$ cat src/rtl/motor_temp_params.svh
// Constants for the motor temperature monitor: mode codes, field layout,
// fault code and timing counts.
// Assumes a 100 MHz ref_clk; included by its bare name.
`ifndef MOTOR_TEMP_PARAMS_SVH
`define MOTOR_TEMP_PARAMS_SVH

// ==========================================================
// Operation mode codes
`define MT_MODE_OFF 8'd0
`define MT_MODE_PTC_WARN 8'd111
`define MT_MODE_PTC_FAULT 8'd112
`define MT_MODE_PTC_1MIN 8'd113
`define MT_MODE_PTC_5MIN 8'd114
`define MT_MODE_PTC_10MIN 8'd115
`define MT_MODE_KTY_WARN 8'd121
`define MT_MODE_KTY_FAULT 8'd122
`define MT_MODE_KTY_1MIN 8'd123
`define MT_MODE_KTY_5MIN 8'd124
`define MT_MODE_KTY_10MIN 8'd125
`define MT_MODE_PT_WARN 8'd131
`define MT_MODE_PT_FAULT 8'd132
`define MT_MODE_PT_1MIN 8'd133
`define MT_MODE_PT_5MIN 8'd134
`define MT_MODE_PT_10MIN 8'd135

// ==========================================================
// Fault reporting and status words
`define MT_FAULT_CODE 16'h0400
`define MT_NO_FAULT 16'h0000
`define MT_WORD_RESET 16'h0000
`define MT_IN_USED_BITS 12

// ==========================================================
// Timing
`define MT_CLK_HZ 100000000
`define MT_TICK_S 1
`define MT_TICK_CYCLES (`MT_CLK_HZ * `MT_TICK_S)
`define MT_DELAY_SHORT_MIN 1
`define MT_DELAY_MID_MIN 5
`define MT_DELAY_LONG_MIN 10
`define MT_S_PER_MIN 60
`define MT_DELAY_SHORT_TICKS (`MT_DELAY_SHORT_MIN * `MT_S_PER_MIN / `MT_TICK_S)
`define MT_DELAY_MID_TICKS (`MT_DELAY_MID_MIN * `MT_S_PER_MIN / `MT_TICK_S)
`define MT_DELAY_LONG_TICKS (`MT_DELAY_LONG_MIN * `MT_S_PER_MIN / `MT_TICK_S)

`endif

$ cat src/rtl/motor_temp_pkg.sv
// Types shared by the motor temperature monitor and its delay timer.
// Assumes motor_temp_params.svh supplies the numeric constants.
package motor_temp_pkg;

	// ==========================================================
	// Decoded operating mode
	typedef enum {
		SRC_NONE,
		SRC_PTC,
		SRC_KTY,
		SRC_PT1000
	} sensor_sel_t;

	typedef enum {
		ACT_OFF,
		ACT_WARN,
		ACT_FAULT
	} action_t;

	typedef struct packed {
		logic [1:0] src;
		logic [1:0] act;
		logic delayed;
		logic [15:0] delay_ticks;
	} mode_cfg_t;

	// ==========================================================
	// Digital input states, packed in status word order (bit 0 last)
	typedef struct packed {
		logic multifunction_input_two;
		logic multifunction_input_three;
		logic remote_input_two;
		logic remote_input_one;
		logic multifunction_input_four;
		logic multifunction_input_one;
		logic digital_input_six;
		logic digital_input_five;
		logic digital_input_four;
		logic digital_input_three;
		logic digital_input_two;
		logic safe_torque_off_input;
	} din_states_t;

	// Sensor evaluation results from the expansion_sensor_terminal front end
	typedef struct packed {
		logic pt1000_overtemp;
		logic kty_overtemp;
		logic ptc_overtemp;
	} sensor_flags_t;

	typedef struct packed {
		logic [15:0] count;
		logic expired;
	} timer_state_t;

endpackage : motor_temp_pkg

$ cat src/rtl/delay_timer.sv
// Shutdown delay counter: counts tick pulses while run is high.
// Assumes tick is a one-cycle enable from a prescaler on the same clock.
`timescale 1ns/1ps
`default_nettype none

module delay_timer (
	input wire logic ref_clk,
	input wire logic rst,
	input wire logic tick,
	input wire logic run,
	input wire logic [15:0] limit,
	output logic expired
);
	import motor_temp_pkg::*;

	timer_state_t st_reg;
	timer_state_t st_next;

	// ==========================================================
	// Next state
	always_comb begin
		st_next = st_reg;
		if (!run) begin
			st_next.count = 16'h0000;
			st_next.expired = 1'b0;
		end else if (tick && !st_reg.expired) begin
			if (st_reg.count >= limit - 16'h0001) begin
				st_next.expired = 1'b1;
			end else begin
				st_next.count = st_reg.count + 16'h0001;
			end
		end
	end

	always_ff @(posedge ref_clk) begin
		if (rst) begin
			st_reg <= '0;
		end else begin
			st_reg <= st_next;
		end
	end

	assign expired = st_reg.expired;

endmodule : delay_timer

`default_nettype wire

$ cat src/rtl/motor_temp_monitor.sv
// Motor temperature supervision and digital signal status words.
// Assumes sensor flags and inputs are synchronous to ref_clk.
`timescale 1ns/1ps
`default_nettype none

`include "motor_temp_params.svh"

module motor_temp_monitor #(
	parameter int unsigned TICK_CYCLES = `MT_TICK_CYCLES,
	parameter logic [15:0] SHORT_TICKS = 16'(`MT_DELAY_SHORT_TICKS),
	parameter logic [15:0] MID_TICKS = 16'(`MT_DELAY_MID_TICKS),
	parameter logic [15:0] LONG_TICKS = 16'(`MT_DELAY_LONG_TICKS)
) (
	input wire logic ref_clk,
	input wire logic rst,
	input wire logic [7:0] op_mode,
	input wire motor_temp_pkg::sensor_flags_t sensor_flags,
	input wire logic program_ack,
	input wire logic error_ack_input,
	input wire motor_temp_pkg::din_states_t din_states,
	input wire logic [15:0] dout_states,
	output logic warning_flag,
	output logic fault_shutdown,
	output logic [15:0] fault_code,
	output logic red_led,
	output logic [15:0] input_status_word,
	output logic [15:0] output_status_word
);
	import motor_temp_pkg::*;

	// ==========================================================
	// Module state
	typedef struct packed {
		logic [31:0] prescale;
		logic tick;
		logic ack_prev;
		logic fault;
		logic warn;
		logic led;
		logic [15:0] code;
		logic [15:0] in_word;
		logic [15:0] out_word;
	} mon_state_t;

	mon_state_t st_reg;
	mon_state_t st_next;

	mode_cfg_t cfg;
	logic overtemp;
	logic timer_run;
	logic timer_expired;
	logic ack_event;
	logic fault_set;

	// ==========================================================
	// Mode decode
	function automatic mode_cfg_t decode_mode(input logic [7:0] mode);
		mode_cfg_t c;
		c.src = 2'(SRC_NONE);
		c.act = 2'(ACT_OFF);
		c.delayed = 1'b0;
		c.delay_ticks = 16'h0000;
		unique case (mode)
			`MT_MODE_PTC_WARN: begin
				c.src = 2'(SRC_PTC);
				c.act = 2'(ACT_WARN);
			end
			`MT_MODE_PTC_FAULT,
			`MT_MODE_PTC_1MIN,
			`MT_MODE_PTC_5MIN,
			`MT_MODE_PTC_10MIN: begin
				c.src = 2'(SRC_PTC);
				c.act = 2'(ACT_FAULT);
			end
			`MT_MODE_KTY_WARN: begin
				c.src = 2'(SRC_KTY);
				c.act = 2'(ACT_WARN);
			end
			`MT_MODE_KTY_FAULT,
			`MT_MODE_KTY_1MIN,
			`MT_MODE_KTY_5MIN,
			`MT_MODE_KTY_10MIN: begin
				c.src = 2'(SRC_KTY);
				c.act = 2'(ACT_FAULT);
			end
			`MT_MODE_PT_WARN: begin
				c.src = 2'(SRC_PT1000);
				c.act = 2'(ACT_WARN);
			end
			`MT_MODE_PT_FAULT,
			`MT_MODE_PT_1MIN,
			`MT_MODE_PT_5MIN,
			`MT_MODE_PT_10MIN: begin
				c.src = 2'(SRC_PT1000);
				c.act = 2'(ACT_FAULT);
			end
			default: begin
				// Mode 0 and unsupported codes evaluate nothing
				c.src = 2'(SRC_NONE);
				c.act = 2'(ACT_OFF);
			end
		endcase
		unique case (mode)
			`MT_MODE_PTC_1MIN,
			`MT_MODE_KTY_1MIN,
			`MT_MODE_PT_1MIN: begin
				c.delayed = 1'b1;
				c.delay_ticks = SHORT_TICKS;
			end
			`MT_MODE_PTC_5MIN,
			`MT_MODE_KTY_5MIN,
			`MT_MODE_PT_5MIN: begin
				c.delayed = 1'b1;
				c.delay_ticks = MID_TICKS;
			end
			`MT_MODE_PTC_10MIN,
			`MT_MODE_KTY_10MIN,
			`MT_MODE_PT_10MIN: begin
				c.delayed = 1'b1;
				c.delay_ticks = LONG_TICKS;
			end
			default: begin
				c.delayed = 1'b0;
			end
		endcase
		return c;
	endfunction : decode_mode

	assign cfg = decode_mode(op_mode);

	// ==========================================================
	// Sensor selection
	always_comb begin
		unique case (cfg.src)
			2'(SRC_PTC): overtemp = sensor_flags.ptc_overtemp;
			2'(SRC_KTY): overtemp = sensor_flags.kty_overtemp;
			2'(SRC_PT1000): overtemp = sensor_flags.pt1000_overtemp;
			default: overtemp = 1'b0;
		endcase
	end

	// ==========================================================
	// Shutdown delay
	assign timer_run = overtemp && cfg.delayed && (cfg.act == 2'(ACT_FAULT));

	delay_timer u_delay_timer (
		.ref_clk(ref_clk),
		.rst(rst),
		.tick(st_reg.tick),
		.run(timer_run),
		.limit(cfg.delay_ticks),
		.expired(timer_expired)
	);

	// ==========================================================
	// Fault latch controls
	assign ack_event = program_ack || (error_ack_input && !st_reg.ack_prev);
	assign fault_set = overtemp && (cfg.act == 2'(ACT_FAULT))
		&& (!cfg.delayed || timer_expired);

	// ==========================================================
	// Next state
	always_comb begin
		st_next = st_reg;
		st_next.tick = 1'b0;
		if (st_reg.prescale >= TICK_CYCLES - 1) begin
			st_next.prescale = 32'h0000_0000;
			st_next.tick = 1'b1;
		end else begin
			st_next.prescale = st_reg.prescale + 32'h0000_0001;
		end
		st_next.ack_prev = error_ack_input;
		// Set wins over a simultaneous acknowledge
		if (fault_set) begin
			st_next.fault = 1'b1;
		end else if (ack_event) begin
			st_next.fault = 1'b0;
		end
		st_next.code = st_next.fault ? `MT_FAULT_CODE : `MT_NO_FAULT;
		st_next.warn = overtemp && (cfg.act == 2'(ACT_WARN));
		st_next.led = overtemp;
		st_next.in_word = {{(16 - `MT_IN_USED_BITS){1'b0}}, din_states};
		st_next.out_word = dout_states;
	end

	always_ff @(posedge ref_clk) begin
		if (rst) begin
			st_reg <= '0;
			st_reg.code <= `MT_NO_FAULT;
			st_reg.in_word <= `MT_WORD_RESET;
			st_reg.out_word <= `MT_WORD_RESET;
		end else begin
			st_reg <= st_next;
		end
	end

	// ==========================================================
	// Outputs
	assign warning_flag = st_reg.warn;
	assign fault_shutdown = st_reg.fault;
	assign fault_code = st_reg.code;
	assign red_led = st_reg.led;
	assign input_status_word = st_reg.in_word;
	assign output_status_word = st_reg.out_word;

endmodule : motor_temp_monitor

`default_nettype wire

$ cat config.mk
export PLATFORM = sky130hd
export DESIGN_NAME = motor_temp_monitor
export DESIGN_NICKNAME = d
export VERILOG_FILES = /design/src/rtl/motor_temp_pkg.sv /design/src/rtl/delay_timer.sv /design/src/rtl/motor_temp_monitor.sv
export VERILOG_INCLUDE_DIRS = /design/src /design/src/rtl
export SDC_FILE = /design/constraint.sdc
export NUM_CORES = 1
export LEC_CHECK = 0
export BUFFER_PORTS_ARGS = -buffer_cell sky130_fd_sc_hd__buf_2
export CAP_MARGIN = 20
export CORE_UTILIZATION = 54
export DETAILED_ROUTE_END_ITERATION = 10
export GPL_ROUTABILITY_DRIVEN = 0
export PLACE_DENSITY_LB_ADDON = 0.3
export SKIP_CTS_REPAIR_TIMING = 1
export SYNTH_ARGS = -nofsm -noshare
export SYNTH_HDL_FRONTEND = slang
export SYNTH_SLANG_ARGS = --single-unit
$ cat constraint.sdc
create_clock -name ref_clk -period 4.32 [get_ports ref_clk]
set_input_delay 0.432 -clock ref_clk [delete_from_list [all_inputs] [get_ports ref_clk]]
set_output_delay 0.432 -clock ref_clk [all_outputs]
set_load 0.01 [all_outputs]
Yosys cells after proc, flatten, opt, wreduce, memory -nomap -nowiden
Cells that the tools add are included.
{"block": "totals", "reg_bits": 102, "latchBits": 0, "ramBits": 0, "mem_bits_ro": 0, "input_bits": 43, "out_inout_bits": 51, "wordCells": 70, "mem_count": 0}
{"block": "classes", "n_addsub": 3, "multipliers": 0, "div": 0, "magnitude_cmp": 2, "eq_ne": 20, "n_shift": 0, "mux": 8, "bitwise": 2, "reduce_logical": 23}
{"op": "$eq 8x7->1 const B", "count": 10}
{"op": "$eq 8x8->1 const B", "count": 5}
{"op": "$add 32x1->32 const B", "count": 1}
{"op": "$ge 32x27->1 const B", "count": 1}
{"op": "$pmux 10 s3", "count": 1}
{"op": "$pmux 4 s6", "count": 1}
{"op": "$add 16x1->16 const B", "count": 1}
{"op": "$ge 16x16->1", "count": 1}
{"op": "$reduce_or 4->1", "count": 3}
{"op": "$mux 11", "count": 1}
{"op": "$sub 10x1->11 const B", "count": 1}
{"op": "$reduce_or 3->1", "count": 3}
{"op": "$reduce_or 9->1", "count": 1}
{"op": "$logic_and 1x1->1", "count": 7}
{"op": "$eq 2x2->1 const B", "count": 3}
{"op": "$eq 2x1->1 const B", "count": 2}
{"op": "$mux 1", "count": 4}
{"op": "$reduce_and 2->1", "count": 2}
{"op": "$reduce_or 2->1", "count": 2}
{"op": "$logic_not 1->1", "count": 3}
{"op": "$pmux 1 s3", "count": 1}
{"op": "$logic_or 1x1->1", "count": 2}
{"op": "$not 1->1", "count": 2}

Logic depth before layout (Yosys ltp)
Gate-level depths: netlist of run 1.
{"block": "logic_depth", "ltp_word": 9, "mapped_depth": 15, "ltp_nobuf": 13}

Cells and area by module
A second synthesis of run 1 with hierarchy kept.
{"block": "hier_totals", "cells_unflattened": 509, "area_unflattened_um2": 4694.5}
{"mod": "motor_temp_monitor", "n_inst": 1, "cells_per_inst": 318, "area_per_inst_um2": 3096.7, "seq_area_each_um2": 1301.2}
{"mod": "delay_timer", "n_inst": 1, "cells_per_inst": 191, "area_per_inst_um2": 1597.8, "seq_area_each_um2": 340.3}

Worst setup path before layout of run 1
No wires, ideal clock.
{"block": "synth_timing", "kind": "input-to-reg", "from": "in op_mode[7]", "to": "reg u_delay_timer.st_reg[11] (netlist name)", "setup_time_ns": 0.072, "t_arrival_ns": 3.289, "required_time_ns": 4.248, "setup_slack_ns": 0.960, "cell_stages": 13, "path_buffers": 2, "cell_sequence": "and4b_1 -> clkbuf_1 -> mux2i_1 -> o32a_1 -> inv_1 -> ha_1 -> a211oi_1 -> nor2_1 -> nor3_1 -> nand2_1 -> clkbuf_1 -> or4_1 -> a21oi_1"}
{"block": "synth_via", "elab_chain_cells": 9, "word_cells_on_any_way": 38, "classes_between": "1 x add/sub; 1 x order compare; 19 x eq/ne; 4 x mux; 2 x bitwise; 11 x reduce/logical"}
{"item": "start: declaration", "line_no": "motor_temp_monitor.sv:16", "rtl": "input wire logic [7:0] op_mode,"}
{"item": "parallel branches: the longest is 9 deep, another holds $ge 16x16->1"}
{"item": "end signal: assignment", "line_no": "delay_timer.sv:39", "rtl": "st_reg <= st_next;"}
{"item": "end: declaration", "line_no": "delay_timer.sv:16", "rtl": "timer_state_t st_reg;"}
Parallel ways; which one is timed is not known.
A chain may end at the register's enable or synchronous reset.

Worst setup path after layout of run 1
{"block": "layout_timing", "from": "in op_mode[5]", "to": "reg u_delay_timer.st_reg[11] (netlist name)"}
Same word-level chain as after synthesis.

==> metrics.cfg, run 1 <==
[global_routing]
grt.overflow.total=0
grt_max_degree=37
grt_pass1_wl_microns=11070
grt.total_usage=0.1804
grt_pass1_vias=2637
antenna_found_initial=0

[clocking]
cts.clk_slew.worst_paths_ps=80
htreeDepth=3
cts_made_buffers=9
tritoncts=done
clk_path_buf_depth=2
clkSinkCount=82
clock_latency_ps=340
root_buffer=clkbuf_8

[timing]
rsz0062_at_grt=no
fin_hold_ws_ps=293.4
finalSetupViolCount=0
tns_ps=0
period_minus_slack_ps=3462
fin_crit_sh=0.8014
finClkSkew_ps=7.633
fmax_ghz=0.2888
hold_viol=0
worstMarginPinSlew_ps=804.5
report.final.slew_viol_count=0
max-slew-margin-rel=0.4624

[die]
core_sq_um=7214
die_x_microns=88.26
fp.dieH_microns=88.26
io_pins=94
fp.dieArea_sq_um=7789
initial_core_util=0.5569
rows=31

[detailed_routing]
avgRoutedWirePerCell_microns=12.06
routed_via_density=5.079
drtIter0Drc=152
num_vias=3012
dr.pass1.iters=7
drcViolationCount=0
ant_nets=0
routed_wl_microns=7152

[yosys]
synth.avg_cell_area_sq_um=9.028
synth-edff-count=0
seq_area_frac_synth=0.4086
synthCells=445
syn_area_sq_um=4018
synth_top_area_frac=0.4086
yosys.area.top_type=dfxtp_1
synth.distinct_cells=51
async_flop_share=0
ys_warn_count=0
synth-seq-cells=82
ys.flop_type=dfxtp_1
yosys-top-cells-area=dfxtp_1 41%, buf_4 9.0%, xor2_1 7.2%

[final_layout]
nets=550
area_growth_pct=8.284
seqCellArea_sq_um=1642
largest_reg_flops=34
layout_commonest_cell=dfxtp_1
multi_input_area_sq_um=2006
drive_above_1_share=0.1943
fillers=625
antenna_cells=0
final_cell_mix=82 x dfxtp_1, 74 x buf_2, 56 x nor2_1

[setup_path]
required_ps=4590
worstSetupPathType=in -> reg
worstSetupStartpointType=input port
worst_ep_arrival_time_ps=3730
cp-end-kind=register
crit_path_max_fanout=11

[place]
hpwl_microns=5356
portBuffers=74

[status]
status=completed

[worst_hold_path]
hold_class=in -> reg

[power]
leakagePower_nw=1.845
p_per_area_nw_per_um2=309.5
max-vdd-ir-drop_mv=0.2156

[job]
maxCapViolations=0

routing by layer:
metal	track usage	vias to the layer above	wire length, microns
met5	0	-	0
met4	0.06012	0	67
met3	0.04851	8	246
met2	0.3238	56	3815
met1	0.2072	1391	3022
li1	-	1557	-
area by class of cell:
| class | instances | share of cell area |
|---|---|---|
| clock buffer | 10 | 0.03164 |
| clock inverter | 4 | 0.006903 |
| inverter | 7 | 0.006040 |
| multi-input combinational | 315 | 0.4610 |
| sequential | 82 | 0.3773 |
| tap | 99 | 0.02847 |
| timing repair buffer | 76 | 0.08858 |
power by group:
group          total [W]  leakage [nW]  internal (W)  switching (W)
Clock           0.000475        0.0842      0.000219       0.000256
Combinational  0.0000947          1.09     0.0000409      0.0000538
Sequential      0.000777         0.671      0.000773     0.00000403
Total            0.00135          1.84       0.00103       0.000314
stage by stage:
stage          power [W]  instance area [sq um]  std cells  utilization  setup WS, ps
2_1_floorplan  0.0008819                   4104        468            -         959.8
3_3_place_gp   0.0008861                   4183        579       0.5798         629.4
3_5_place_dp   0.0008895                   4183        579       0.5798         541.5
4_1_cts         0.001366                   4350        593       0.6030         914.0
5_1_grt         0.001406                   4350        593       0.6030         536.5
6_report        0.001346                   4350        593       0.6030         857.9
worst paths after layout:
check                                        startpoint                                     to  slack (ps)  cells past startpoint
setup / recovery                             op_mode[5]  u_delay_timer.st_reg[11]$_SDFFE_PP0P_         860                     12
hold reg to reg                   st_reg[52]$_SDFF_PP0_     u_delay_timer.expired$_SDFFE_PP0P_         490                      2
setup reg to reg  u_delay_timer.st_reg[14]$_SDFFE_PP0P_  u_delay_timer.st_reg[11]$_SDFFE_PP0P_        1910                      7
hold / removal                          dout_states[10]      output_status_word[10]$_SDFF_PP0_         290                      2
cell families (layout without fill, tap and decap cells):
family	Yosys count	in the layout	share of synthesized area
xor+xnor	38	38	0.08284
fa+ha+maj	16	16	0.04983
simple gates	189	189	0.2519
buf+inv	71	97	0.1137
other cells	1	24	0.0009334
mux	2	2	0.004983
flops	82	82	0.4086
compound gates	46	46	0.08720
Yosys cell counts, types with 3 or more instances:
master,n
a21oi_1,13
a22o_1,3
and2_1,4
and3_1,7
and4_1,5
buf_4,48
clkbuf_1,13
dfxtp_1,82
ha_1,16
inv_1,7
nand2_1,17
nand2b_1,3
nand3_1,25
nand4_1,14
nor2_1,56
nor2b_1,33
nor3_1,4
nor4_1,5
o21ai_0,5
o31ai_1,5
or4_1,5
xnor2_1,5
xor2_1,33
critical path: stages:
cell	delay [ps]
buf_2	130
nor4b_1	380
mux2i_1	170
o32a_1	400
inv_1	230
ha_1	310
a211oi_1	220
nor2_1	130
nor3_1	350
nand2_1	270
or4_1	560
a21oi_1	150
(Power assumes the default switching activity.)
==> run 2: changes to the inputs <==
--- a/config.mk
+++ b/config.mk
@@ -8,7 +8,7 @@
 export LEC_CHECK = 0
 export BUFFER_PORTS_ARGS = -buffer_cell sky130_fd_sc_hd__buf_2
 export CAP_MARGIN = 20
-export CORE_UTILIZATION = 54
+export CORE_UTILIZATION = 49
 export DETAILED_ROUTE_END_ITERATION = 10
 export GPL_ROUTABILITY_DRIVEN = 0
 export PLACE_DENSITY_LB_ADDON = 0.3
==> constraint.sdc (replaced) <==
create_clock -name ref_clk -period 3.13 [get_ports ref_clk]
set_input_delay 0.313 -clock ref_clk [delete_from_list [all_inputs] [get_ports ref_clk]]
set_output_delay 0.313 -clock ref_clk [all_outputs]
set_load 0.01 [all_outputs]
==> metrics.cfg, run 2 (synthesis results as in run 1) <==
[place]
place_area_sq_um=4267  ; was 4183 sq um
portBuffers=74  ; unchanged
hpwl_microns=5698  ; was 5356 microns

[setup_path]
crit_path_max_incr_delay_ps=420  ; was 560 ps
worstSetupPathType=in -> reg  ; unchanged
cp-end-kind=register  ; unchanged
r2r-end=st_reg[78]$_SDFF_PP0_  ; was u_delay_timer.st_reg[11]$_SDFFE_PP0P_
reg2regPathDepth=5  ; was 7
crit_path_max_fanout=6  ; was 11
worstSetupStartpointType=input port  ; unchanged
crit_family=simple AND/OR/NAND/NOR gates  ; unchanged
slowest_stage=nor4b_1  ; was or4_1
worst_ep_arrival_time_ps=3200  ; was 3730 ps
critPathLaunch=op_mode[5]  ; unchanged
rrSetupSlack_ps=760  ; was 1910 ps
crit_end=u_delay_timer.st_reg[5]$_SDFFE_PP0P_  ; was u_delay_timer.st_reg[11]$_SDFFE_PP0P_
crit_chain=buf_2 > nor4b_1 > mux2i_1 > nor2_1 > a21oi_1 > nor2_1 > ha_1 > a211oi_1 > o21bai_1 > o2111ai_1 > nand2_1 > buf_4 > or3_1 > a21oi_1  ; was buf_2 > nor4b_1 > mux2i_1 > o32a_1 > inv_1 > ha_1 > a211oi_1 > nor2_1 > nor3_1 > nand2_1 > or4_1 > a21oi_1
required_ps=3390  ; was 4590 ps
cp_num_buf_inv=2  ; unchanged
rr_startpoint=st_reg[65]$_SDFF_PP0_  ; was u_delay_timer.st_reg[14]$_SDFFE_PP0P_
path_depth=14  ; was 12

[clocking]
cts_made_buffers=9  ; unchanged
clk_path_buf_depth=2  ; unchanged
root_buffer=clkbuf_8  ; unchanged
clock_latency_ps=350  ; was 340 ps
htreeDepth=3  ; unchanged
cts.clk_slew.worst_paths_ps=90  ; was 80 ps
tritoncts=done  ; unchanged
clkSinkCount=82  ; unchanged

[job]
maxCapViolations=0  ; unchanged

[global_routing]
grt_max_degree=32  ; was 37
grt.total_usage=0.1871  ; was 0.1804
grt.overflow.total=0  ; unchanged
grt_pass1_vias=2929  ; was 2,637
antenna_found_initial=0  ; unchanged
grt_pass1_wl_microns=12920  ; was 11,070 microns

[power]
p_per_area_nw_per_um2=426.8  ; was 309.5 nW/um^2
p_int_w=0.001422  ; was 0.001033 W
leakagePower_nw=1.887  ; was 1.845 nW
swShare=0.2505  ; was 0.2331
sequentialPowerShare=0.565  ; was 0.577
switching_power_w=0.0004750  ; was 0.0003139 W
max-vdd-ir-drop_mv=0.2549  ; was 0.2156 mV
clkPwrFrac=0.363  ; was 0.353
comb_power_share=0.071  ; was 0.070

[final_layout]
nets=560  ; was 550
final_cell_mix=82 x dfxtp_1, 74 x buf_2, 56 x nor2_1  ; unchanged
multi_input_area_sq_um=2011  ; was 2006 sq um
largest_reg_flops=34  ; unchanged
finish.utilization=0.5663  ; was 0.6030
area_growth_pct=10.62  ; was 8.284%
seqCellArea_sq_um=1642  ; unchanged
fillers=729  ; was 625
layout_commonest_cell=dfxtp_1  ; unchanged
final_cell_area_sq_um=4444  ; was 4350 sq um
drive_above_1_share=0.2154  ; was 0.1943
antenna_cells=0  ; unchanged

[timing]
finClkSkew_ps=9.127  ; was 7.633 ps
worstMarginPinSlew_ps=823.6  ; was 804.5 ps
finalSetupViolCount=0  ; unchanged
report.final.slew_viol_count=0  ; unchanged
max-slew-margin-rel=0.4496  ; was 0.4624
period_minus_slack_ps=2936
hold_viol=0  ; unchanged
fin_crit_sh=0.9381
rsz0062_at_grt=no  ; unchanged
fmax_ghz=0.3406

[die]
die_x_microns=92.55  ; was 88.26 microns
fp.dieArea_sq_um=8566  ; was 7789 sq um
rows=32  ; was 31
fp.dieH_microns=92.55  ; was 88.26 microns
core_sq_um=7848  ; was 7214 sq um
initial_core_util=0.5120  ; was 0.5569
io_pins=94  ; unchanged

[detailed_routing]
drtIter0Drc=121  ; was 152
drcViolationCount=0  ; unchanged
ant_nets=0  ; unchanged
dr.pass1.iters=4  ; was 7
routed_wl_microns=7785  ; was 7152 microns
avgRoutedWirePerCell_microns=12.80  ; was 12.06 microns
routed_via_density=5.168  ; was 5.079
num_vias=3142  ; was 3,012

[worst_hold_path]
hold_class=in -> reg  ; unchanged

[status]
status=completed  ; unchanged

[run 2: routing by layer]
metal | GRT usage | share of wire
met1 | 0.2194 | 0.44
met2 | 0.3247 | 0.50
met3 | 0.03695 | 0.039
met4 | 0.09115 | 0.019
met5 | 0 | 0
[run 2: how the worst min path moves through the flow]
stage	from	to	depth (start not counted)
after global routing	din_states[1]	input_status_word[1]$_SDFF_PP0_	2
after global placement	st_reg[53]$_SDFF_PP0_	st_reg[53]$_SDFF_PP0_	1
after detailed placement	st_reg[53]$_SDFF_PP0_	st_reg[53]$_SDFF_PP0_	1
after CTS	din_states[1]	input_status_word[1]$_SDFF_PP0_	2
final	din_states[1]	input_status_word[1]$_SDFF_PP0_	2
after floorplan	st_reg[53]$_SDFF_PP0_	st_reg[53]$_SDFF_PP0_	1
[run 2: area by class of cell]
cell class / instances / share of cell area
multi-input cells: 315 / 0.4524
flip-flops and latches: 82 / 0.3694
repair buffers: 86 / 0.1036
clock buffers: 10 / 0.02872
well taps: 102 / 0.02872
clock inverters: 6 / 0.01126
inverters: 7 / 0.005912
[run 2: through the flow]
step	setup slack (ps)	instances	hold slack (ps)	setup TNS, ps	power, W
floorplan	32.43	468	437.8	0	0.001217
global placement	-6.266	592	458.1	-18.54	0.001228
detailed placement	-116.7	592	460.4	-487.8	0.001231
CTS	226.0	608	146.6	0	0.001923
global route	2.547	608	144.5	0	0.001975
finish	193.6	608	164.2	0	0.001897
[run 2: worst register-to-register path, delay by kind of cell (launching register included)]
kind	cells	cell delay [ps]
and+or+nand+nor	3	1360
DFF	1	380
AOI/OAI and AO/OA	2	560
[run 2: power by group through the flow]
| stage | combinational (W) | sequential [W] | clock, W |
|---|---|---|---|
| 2_1_floorplan | 0.000121 | 0.00110 | 0 |
| 3_3_place_gp | 0.000132 | 0.00110 | 0 |
| 3_5_place_dp | 0.000134 | 0.00110 | 0 |
| 4_1_cts | 0.000135 | 0.00107 | 0.000715 |
| 5_1_grt | 0.000150 | 0.00108 | 0.000750 |
| 6_report | 0.000135 | 0.00107 | 0.000689 |
